`config.mk`:
```
export PLATFORM = sky130hd
export DESIGN_NAME = can_irq_init_busoff_control
export DESIGN_NICKNAME = d
export VERILOG_FILES = /design/src/core/can_ctl_pkg.sv /design/src/core/flag_if.sv /design/src/core/can_irq_init_busoff_control.sv /design/src/core/sticky_flag.sv
export VERILOG_INCLUDE_DIRS = /design/src /design/src/core
export SDC_FILE = /design/constraint.sdc
export NUM_CORES = 1
export LEC_CHECK = 0
export BUFFER_PORTS_ARGS = -buffer_cell sky130_fd_sc_hd__buf_2
export CAP_MARGIN = 30
export CORE_MARGIN = 3
export CORE_UTILIZATION = 58
export DETAILED_ROUTE_END_ITERATION = 6
export GPL_ROUTABILITY_DRIVEN = 0
export PLACE_DENSITY = 0.86
export RECOVER_POWER = 100
export SETUP_SLACK_MARGIN = 0.15
export SYNTH_ARGS = -nofsm -noshare
export SYNTH_HDL_FRONTEND = slang
export SYNTH_HIERARCHICAL = 1
export SYNTH_SLANG_ARGS = --single-unit
```
`constraint.sdc`:
```
create_clock -name clk -period 3.06 [get_ports clk]
set_input_delay 0.612 -clock clk [delete_from_list [all_inputs] [get_ports clk]]
set_output_delay 0.612 -clock clk [all_outputs]
set_load 0.02 [all_outputs]
```
`src/core/can_ctl_cfg.svh`:
```
// Offsets, field positions, reset values and counts of the CAN control block
`ifndef CAN_CTL_CFG_SVH
`define CAN_CTL_CFG_SVH
`define OFF_CTRL          4'h0
`define OFF_STATUS        4'h1
`define OFF_RX_FLAG       4'h2
`define OFF_RX_IRQ_EN     4'h3
`define OFF_TX_FLAG       4'h4
`define OFF_TX_IRQ_EN     4'h5
`define OFF_MISC          4'h6
`define OFF_CTRL1         4'h7
// Control word bit positions
`define CTRL_INIT_REQ     0
`define CTRL_SLEEP_REQ    1
`define CTRL_WAKE_EN      2
`define CTRL_STOP_WAIT    3
`define CTRL1_ENABLE      0
`define CTRL1_USER_REC    1
`define MISC_HOLD         0
// Receive flag word: wake 7, status change 6, rx state 5:4, tx state 3:2, overrun 1, full 0
`define RF_WAKE           7
`define RF_STCH           6
`define RF_OVR            1
`define RF_FULL           0
`define RST_CTRL          8'h01
`define RST_CTRL1         8'h00
`define RST_TX_FLAG       3'h7
`define BUSOFF_SEQ_COUNT  8'h80
`define RECESSIVE_BITS    4'hb
`endif

```
`src/core/can_ctl_pkg.sv`:
```
// Types shared by the CAN control block modules
package can_ctl_pkg;
  typedef enum logic [1:0] {
    BUS_ACTIVE,
    BUS_OFF_COUNT,
    BUS_OFF_WAIT
  } busoff_state_t;
  typedef enum logic [1:0] {
    MODE_NORMAL,
    MODE_SLEEP_PEND,
    MODE_SLEEP
  } sleep_state_t;
endpackage : can_ctl_pkg

```
`src/core/flag_if.sv`:
```
// Interface carrying one sticky flag's set, clear, hold and value
`timescale 1ns/100ps
interface flag_if;
  logic set_evt;
  logic clr_req;
  logic cond;
  logic value;
  modport owner (input set_evt, input clr_req, input cond, output value);
  modport user  (output set_evt, output clr_req, output cond, input value);
endinterface : flag_if

```
`src/core/can_irq_init_busoff_control.sv`:
```
// Interrupts, flag acknowledge, mode sequencing and bus-off recovery of a CAN controller
//
// Added by the designer: the placing of the registers and the Avalon-MM register port.
`timescale 1ns/100ps
`include "can_ctl_cfg.svh"
module can_irq_init_busoff_control
  import can_ctl_pkg::*;
(
  input  wire logic       clk,
  input  wire logic       rst,
  input  wire logic       ce,
  input  wire logic [3:0] avs_address,
  input  wire logic       avs_read,
  input  wire logic       avs_write,
  input  wire logic [31:0] avs_writedata,
  output logic [31:0]     avs_readdata,
  output logic            avs_waitrequest,
  input  wire logic [2:0] tx_buf_idle,
  input  wire logic       rx_fg_load,
  input  wire logic       rx_fg_valid,
  input  wire logic       rx_fifo_overrun,
  input  wire logic [1:0] tx_err_state,
  input  wire logic [1:0] rx_err_state,
  input  wire logic       busoff_entry,
  input  wire logic       recessive_run,
  input  wire logic       bus_active_pin,
  input  wire logic       engine_idle,
  input  wire logic       cpu_stop,
  input  wire logic       cpu_wait,
  output logic            irq_wake,
  output logic            irq_error,
  output logic            irq_rx,
  output logic            irq_tx,
  output logic            sleep_ack,
  output logic            init_ack,
  output logic            power_down,
  output logic            bus_off,
  output logic            tx_load_req
);
  typedef struct packed {
    logic         wait_q;
    logic [31:0]  rdata;
    logic [7:0]   ctrl;
    logic [7:0]   ctrl1;
    logic         hold;
    logic [7:0]   rx_en;
    logic [2:0]   tx_en;
    logic [1:0]   tx_st;
    logic [1:0]   rx_st;
    sleep_state_t slp;
    logic         slept;
    logic         ini;
    busoff_state_t bo;
    logic [7:0]   seq_cnt;
    logic         cnt_done;
    logic         pin_s1;
    logic         pin_s2;
    logic [3:0]   irq;
    logic         pd;
    logic         txreq;
    logic         wreq;
    logic         slp_ack;
    logic         boff;
  } ctl_state_t;
  ctl_state_t s;
  ctl_state_t n;
  flag_if fl_wake ();
  flag_if fl_stch ();
  flag_if fl_ovr ();
  flag_if fl_full ();
  flag_if fl_tx [3] ();
  logic       acc;
  logic       wr_rf;
  logic       wr_tf;
  logic       in_sleep;
  logic       pd_now;
  logic [2:0] tx_buf_empty_flag;
  assign acc   = (avs_read || avs_write) && s.wait_q;
  assign wr_rf = avs_write && s.wait_q && (avs_address == `OFF_RX_FLAG);
  assign wr_tf = avs_write && s.wait_q && (avs_address == `OFF_TX_FLAG);
  assign in_sleep = s.ctrl[`CTRL_SLEEP_REQ] && (s.slp == MODE_SLEEP);
  assign pd_now = s.ctrl1[`CTRL1_ENABLE] && (cpu_stop || (cpu_wait && s.ctrl[`CTRL_STOP_WAIT]));
  sticky_flag u_wake (.clk(clk), .rst(rst), .ce(ce), .f(fl_wake));
  sticky_flag u_stch (.clk(clk), .rst(rst), .ce(ce), .f(fl_stch));
  sticky_flag u_ovr  (.clk(clk), .rst(rst), .ce(ce), .f(fl_ovr));
  sticky_flag u_full (.clk(clk), .rst(rst), .ce(ce), .f(fl_full));
  // Wake only after sleep with wake enabled
  assign fl_wake.set_evt = s.pin_s2 && s.ctrl[`CTRL_WAKE_EN] && (in_sleep || (s.pd && s.slept));
  assign fl_wake.clr_req = wr_rf && avs_writedata[`RF_WAKE];
  assign fl_wake.cond    = 1'b0;
  assign fl_stch.set_evt = (tx_err_state != s.tx_st) || (rx_err_state != s.rx_st);
  assign fl_stch.clr_req = wr_rf && avs_writedata[`RF_STCH];
  assign fl_stch.cond    = 1'b0;
  assign fl_ovr.set_evt = rx_fifo_overrun;
  assign fl_ovr.clr_req = wr_rf && avs_writedata[`RF_OVR];
  assign fl_ovr.cond    = 1'b0;
  // Foreground load after end of frame; no shift while asleep
  assign fl_full.set_evt = rx_fg_load && !in_sleep;
  assign fl_full.clr_req = wr_rf && avs_writedata[`RF_FULL];
  assign fl_full.cond    = 1'b0;
  genvar gi;
  generate
    for (gi = 0; gi < 3; gi++) begin : g_tx
      sticky_flag u_txe (.clk(clk), .rst(rst), .ce(ce), .f(fl_tx[gi]));
      assign fl_tx[gi].set_evt = 1'b0;
      assign fl_tx[gi].cond    = tx_buf_idle[gi];
      assign fl_tx[gi].clr_req = wr_tf && avs_writedata[gi];
      assign tx_buf_empty_flag[gi]           = fl_tx[gi].value;
    end
  endgenerate
  always_comb begin
    n = s;
    n.pin_s1 = bus_active_pin;
    n.pin_s2 = s.pin_s1;
    n.tx_st  = tx_err_state;
    n.rx_st  = rx_err_state;
    n.wait_q = (avs_read || avs_write) && !s.wait_q;
    n.rdata  = 32'h0;
    if (avs_read && !s.wait_q) begin
      unique case (avs_address)
        `OFF_CTRL:      n.rdata = {24'h0, s.ctrl};
        `OFF_STATUS:    n.rdata = {26'h0, s.pd, in_sleep, s.bo != BUS_ACTIVE, s.cnt_done, s.ini, s.slp == MODE_SLEEP};
        // Separate tx and rx state fields
        `OFF_RX_FLAG:   n.rdata = {24'h0, fl_wake.value, fl_stch.value, s.rx_st, s.tx_st,
                                   fl_ovr.value, fl_full.value};
        `OFF_RX_IRQ_EN: n.rdata = {24'h0, s.rx_en};
        `OFF_TX_FLAG:   n.rdata = {29'h0, tx_buf_empty_flag};
        `OFF_TX_IRQ_EN: n.rdata = {29'h0, s.tx_en};
        `OFF_MISC:      n.rdata = {31'h0, s.hold};
        `OFF_CTRL1:     n.rdata = {24'h0, s.ctrl1};
        default:        n.rdata = 32'h0;
      endcase
    end
    if (avs_write && s.wait_q) begin
      unique case (avs_address)
        `OFF_CTRL: begin
          n.ctrl = avs_writedata[7:0];
          // Sleep request cannot drop before ack
          if (s.ctrl[`CTRL_SLEEP_REQ] && s.slp == MODE_SLEEP_PEND) begin
            n.ctrl[`CTRL_SLEEP_REQ] = 1'b1;
          end
        end
        `OFF_RX_IRQ_EN: n.rx_en = avs_writedata[7:0];
        `OFF_TX_IRQ_EN: n.tx_en = avs_writedata[2:0];
        `OFF_MISC:      n.hold  = s.hold & ~avs_writedata[`MISC_HOLD];
        `OFF_CTRL1: begin
          if (s.ini) begin
            n.ctrl1 = avs_writedata[7:0];
          end else begin
            n.ctrl1[`CTRL1_ENABLE] = avs_writedata[`CTRL1_ENABLE];
          end
        end
        default: n.ctrl = s.ctrl;
      endcase
    end
    n.ini = s.ctrl[`CTRL_INIT_REQ];
    unique case (s.slp)
      MODE_NORMAL: if (s.ctrl[`CTRL_SLEEP_REQ]) n.slp = MODE_SLEEP_PEND;
      MODE_SLEEP_PEND: if (engine_idle && !s.txreq) n.slp = MODE_SLEEP;
      MODE_SLEEP: begin
        if (!s.ctrl[`CTRL_SLEEP_REQ] || (s.pin_s2 && s.ctrl[`CTRL_WAKE_EN])) begin
          n.slp = MODE_NORMAL;
          n.ctrl[`CTRL_SLEEP_REQ] = 1'b0;
        end
      end
    endcase
    n.pd = pd_now;
    if (pd_now && !s.pd) begin
      n.slept = in_sleep;
    end
    unique case (s.bo)
      BUS_ACTIVE: if (busoff_entry) begin
        n.bo       = BUS_OFF_COUNT;
        n.seq_cnt  = 8'h0;
        n.cnt_done = 1'b0;
        n.hold     = s.ctrl1[`CTRL1_USER_REC];
      end
      BUS_OFF_COUNT: if (recessive_run && !in_sleep && !s.pd) begin
        n.seq_cnt = s.seq_cnt + 8'h1;
        if (s.seq_cnt == `BUSOFF_SEQ_COUNT - 8'h1) begin
          n.cnt_done = 1'b1;
          n.bo       = BUS_OFF_WAIT;
        end
      end
      BUS_OFF_WAIT: if (!s.ctrl1[`CTRL1_USER_REC] || !n.hold) begin
        n.bo       = BUS_ACTIVE;
        n.cnt_done = 1'b0;
      end
    endcase
    n.txreq = |(~tx_buf_empty_flag & s.tx_en);
    n.irq[0] = fl_wake.value && s.rx_en[`RF_WAKE];
    n.irq[1] = (fl_stch.value && s.rx_en[`RF_STCH]) || (fl_ovr.value && s.rx_en[`RF_OVR]);
    n.irq[2] = fl_full.value && s.rx_en[`RF_FULL];
    n.irq[3] = |(tx_buf_empty_flag & s.tx_en);
    // Registered copies so every status output leaves a flip-flop
    n.wreq    = !n.wait_q;
    n.slp_ack = (n.slp == MODE_SLEEP);
    n.boff    = (n.bo != BUS_ACTIVE);
  end
  always_ff @(posedge clk) begin
    if (rst) begin
      s       <= '0;
      s.ctrl  <= `RST_CTRL;
      s.ctrl1 <= `RST_CTRL1;
      s.slp   <= MODE_NORMAL;
      s.bo    <= BUS_ACTIVE;
      s.wreq  <= 1'b1;
    end else if (ce) begin
      s <= n;
    end
  end
  assign avs_readdata    = s.rdata;
  assign avs_waitrequest = s.wreq;
  assign irq_wake        = s.irq[0];
  assign irq_error       = s.irq[1];
  assign irq_rx          = s.irq[2];
  assign irq_tx          = s.irq[3];
  assign sleep_ack       = s.slp_ack;
  assign init_ack        = s.ini;
  assign power_down      = s.pd;
  assign bus_off         = s.boff;
  assign tx_load_req     = s.txreq;
  a_irq_rx_follow: assert property (@(posedge clk) disable iff (rst)
    ce && fl_full.value && s.rx_en[`RF_FULL] |=> irq_rx)
    else $error("receive interrupt not asserted");
  a_irq_tx_mask: assert property (@(posedge clk) disable iff (rst)
    ce && !(|(tx_buf_empty_flag & s.tx_en)) |=> !irq_tx)
    else $error("transmit interrupt without enabled flag");
  a_wake_needs_en: assert property (@(posedge clk) disable iff (rst)
    ce && fl_wake.set_evt |-> s.ctrl[`CTRL_WAKE_EN])
    else $error("wake flag set without wake enable");
  a_ovr_sets_flag: assert property (@(posedge clk) disable iff (rst)
    ce && rx_fifo_overrun |=> fl_ovr.value)
    else $error("overrun not flagged");
  a_pd_entry: assert property (@(posedge clk) disable iff (rst)
    ce && s.ctrl1[`CTRL1_ENABLE] && cpu_stop |=> power_down)
    else $error("stop mode without power-down");
  a_busoff_hold: assert property (@(posedge clk) disable iff (rst)
    ce && s.bo == BUS_OFF_WAIT && s.ctrl1[`CTRL1_USER_REC] && s.hold && !(acc && avs_write) |=> bus_off)
    else $error("bus-off left while held");
  a_busoff_auto: assert property (@(posedge clk) disable iff (rst)
    ce && s.bo == BUS_OFF_WAIT && !s.ctrl1[`CTRL1_USER_REC] |=> !bus_off)
    else $error("automatic recovery did not happen");
  a_stch_event: assert property (@(posedge clk) disable iff (rst)
    ce && (tx_err_state != s.tx_st) |=> fl_stch.value)
    else $error("status change not flagged");
  a_full_set: assert property (@(posedge clk) disable iff (rst)
    ce && rx_fg_load && !in_sleep |=> fl_full.value)
    else $error("receive full not set");
  c_wake_seen: cover property (@(posedge clk) disable iff (rst) irq_wake);
  c_busoff_exit: cover property (@(posedge clk) disable iff (rst) $fell(bus_off));
  c_sleep_ack: cover property (@(posedge clk) disable iff (rst) $rose(sleep_ack));
  c_error_irq: cover property (@(posedge clk) disable iff (rst) irq_error);
endmodule : can_irq_init_busoff_control

```
`src/core/sticky_flag.sv`:
```
// One sticky event flag with write-one clear
`timescale 1ns/100ps
module sticky_flag (
  input  wire logic clk,
  input  wire logic rst,
  input  wire logic ce,
  flag_if.owner     f
);
  typedef struct packed {
    logic value;
  } flag_state_t;
  flag_state_t st;
  flag_state_t next_st;
  assign f.value = st.value;
  always_comb begin
    next_st = st;
    if (f.clr_req && !f.cond) begin
      next_st.value = 1'b0;
    end
    if (f.set_evt || f.cond) begin
      next_st.value = 1'b1;
    end
  end
  always_ff @(posedge clk) begin
    if (rst) begin
      st <= '0;
    end else if (ce) begin
      st <= next_st;
    end
  end
  a_flag_set_wins: assert property (@(posedge clk) disable iff (rst)
    ce && f.set_evt |=> f.value)
    else $error("flag lost a set event");
  a_flag_cond_hold: assert property (@(posedge clk) disable iff (rst)
    ce && f.cond && f.clr_req |=> f.value)
    else $error("flag cleared while cause holds");
  a_flag_clear_ok: assert property (@(posedge clk) disable iff (rst)
    ce && f.value && f.clr_req && !f.cond && !f.set_evt |=> !f.value)
    else $error("write-one clear ignored");
endmodule : sticky_flag

```
==> out/metrics.cfg <==
[outcome]
status = completed

[clock_network]
clkLatencyLatePin_ps = 360
cts-resized-gates = 0
cts_buffer_depth = 2
cts_sinks = 74
postCtsHoldBufs = 0
cts_tree = done
postCtsSetupRepairBufs = 0
htree_levels = 3
clk_pin_slew_ps = 70
cts-root-buf = clkbuf_8
numCtsBuffers = 9

[routing]
drtIter0Drc = 238
num_vias = 3350
finalWirelength_um = 9220
firstDrtPassIters = 5
drtAntennaViolNets = 0
viasPerCell = 5.85
wire_per_inst_um = 16.1
post-route-drc-count = 0

[sta]
hold_ws_ps = 458
finalMaxSlewViolations = 0
tightest_slew_ps = 1380
layout_setup_ws_ps = 652
slew-limit-headroom = 0.0826
fmax_ghz = 0.415
hold_violations = 0
min_period_ps = 2410
setup_tns_ps = 0
grt_setup_unrepaired = no
setup_viol = 0
post-route-period-util = 0.787
fin_skew_ps = 10.4

[setup_path]
start_kind = input port
cp-end-kind = flip-flop
r2r_setup_slack_ps = 980
r2r-start = s[20]$_SDFFE_PP0P_
required_ps = 3360
path_class = in -> reg
rr_worst_depth = 8
r2r-end = s[19]$_SDFFE_PP0P_
critical_path.max_fanout = 15
cp_data_arrival_time_ps = 2710

[yosys]
synth-simple-area-share = 0.195
synth_area_mm2 = 0.00397
synthAdderAreaFrac = 0.0189
synth_xor_xnor_area_share = 0.0199
synth-seq-cells = 74
synthDistinctLibCells = 65
avgSynthCellArea_um2 = 8.86
yosys_warnings = 6
synth_compound_area_frac = 0.181
syn-instance-count = 448
synth.top_cells.by_area = dfxtp_1 (37%), mux2i_1 (8.3%), buf_4 (6.4%)
synth.area.mux_share = 0.114
synth_edf_count = 0
yosysSeqAreaShare = 0.373
netlist.area_leader.share = 0.373
synth_top_family_by_area = simple AND/OR/NAND/NOR gates
synth_top_area_cell = dfxtp_1
synth-async-reset-ratio = 0
ys_dominant_reg_cell = dfxtp_1

[floorplanning]
die_h_um = 88.7
ioPinCount = 99
core_mm2 = 0.00649
initial_utilization = 0.611
dieArea_mm2 = 0.00787
die_x_um = 88.7
rows = 29

[power_and_ir_drop]
pwr_density_cell_mw_per_mm2 = 486
leakagePower_nw = 1.65
p_total_mw = 2.08
ir_drop_v = 0.000309

[place]
dpl_cell_area_mm2 = 0.00413
port_buffers = 49
hpwl_um = 6460
pre_cts_slack_ps = 733

[min_path]
hold_depth = 2
hold_path_class = reg -> reg
hold_end = s[44]$_SDFFE_PP0P_
min-delay-start = s[44]$_SDFFE_PP0P_

[finish]
fillCellCount = 571
antennaDiodeCount = 0
multiInputGateArea_mm2 = 0.00218
stdcell_area_mm2 = 0.00428
nets = 554
regArea_mm2 = 0.00148
drive_gt1_frac = 0.137
area_growth_pct = 7.75

[run]
maxCapViolCount = 0

[grt]
grt_overflow = 0
grt_usage = 0.249
grt_pass1_wl_um = 15000
grt_max_degree = 65
grt_pass1_vias = 3156
antenna_found_initial = 0

## cell type report
cell class,instances,area share
sequential,74,0.346
inverter,14,0.0123
timing repair buffer,54,0.0573
tap,77,0.0225
multi-input combinational,338,0.510
clock inverter,5,0.0181
clock buffer,11,0.0331
## placed cells by master (no fill, tap or decap), drive strengths merged, types with 3 or more instances in the layout
cell    instances
a31oi           3
nor3            8
dfxtp          74
clkbuf         34
nand3b          3
mux2            4
nor4            4
nand4           5
conb           31
nand2          32
nand3          20
and2            9
xnor2           9
o32ai           3
a22oi           4
o21ai          20
inv            14
a21bo           7
nor2           49
a211oi          5
o22ai           3
nor2b           5
ha              6
a21oi          37
mux4            3
mux2i          33
buf            31
## worst max path at each step
stage	start	to
global placement	busoff_entry	s[11]$_SDFFE_PP0P_
global route	ce	avs_readdata[1]$_SDFFE_PP0P_
finish	ce	avs_readdata[1]$_SDFFE_PP0P_
CTS	avs_address[2]	s[11]$_SDFFE_PP0P_
floorplan	avs_address[2]	s[11]$_SDFFE_PP0P_
detailed placement	avs_address[2]	s[11]$_SDFFE_PP0P_
## power by group
group / total (mW) / leakage [nW] / internal, mW / switching [mW]
clock network: 0.835 / 0.109 / 0.479 / 0.356
logic: 0.239 / 0.939 / 0.0782 / 0.161
registers: 1.00 / 0.601 / 0.984 / 0.0208
total: 2.08 / 1.65 / 1.54 / 0.537
## logic make-up (layout without fill, tap and decap cells)
family          Yosys count  after routing
buf+inv                  66             84
xor+xnor                  9              9
compound gates          102            102
mux                      40             40
simple gates            150            150
other cells               1             31
fa+ha+maj                 6              6
flops                    74             74
## sequential cells by signal (all words and copies together) (netlist names), 2 cells and up
name,cells
s,47
g_tx.u_txe/f.value,3
avs_readdata,8
n,2
## Yosys cell counts, types with 8 or more instances
master,n
a21oi_1,30
and2_1,9
buf_2,8
buf_4,34
dfxtp_1,74
inv_1,14
mux2i_1,33
nand2_1,30
nand3_1,19
nor2_1,47
nor3_1,8
o21ai_0,13
xnor2_1,9
## worst max-delay path, cell delays in order
cell and delay (ps):
clkbuf_1 620, clkbuf_1 410, nor2b_1 220, and3b_2 260, nand2_1 160, a41oi_1 280, a31o_2 140
## stage by stage
stage,utilization,std cells
4_1_cts,0.669,573
3_5_place_dp,0.635,557
5_1_grt,0.659,573
2_1_floorplan,-,478
6_report,0.659,573
3_3_place_gp,0.635,556
## metal layers
metal	routed length (um)	vias to the layer above	GRT usage
li1	-	1627	-
met1	4030	1558	0.311
met2	4310	140	0.406
met3	636	25	0.0624
met4	246	0	0.107
met5	0	-	0
(Power assumes the default switching activity.)
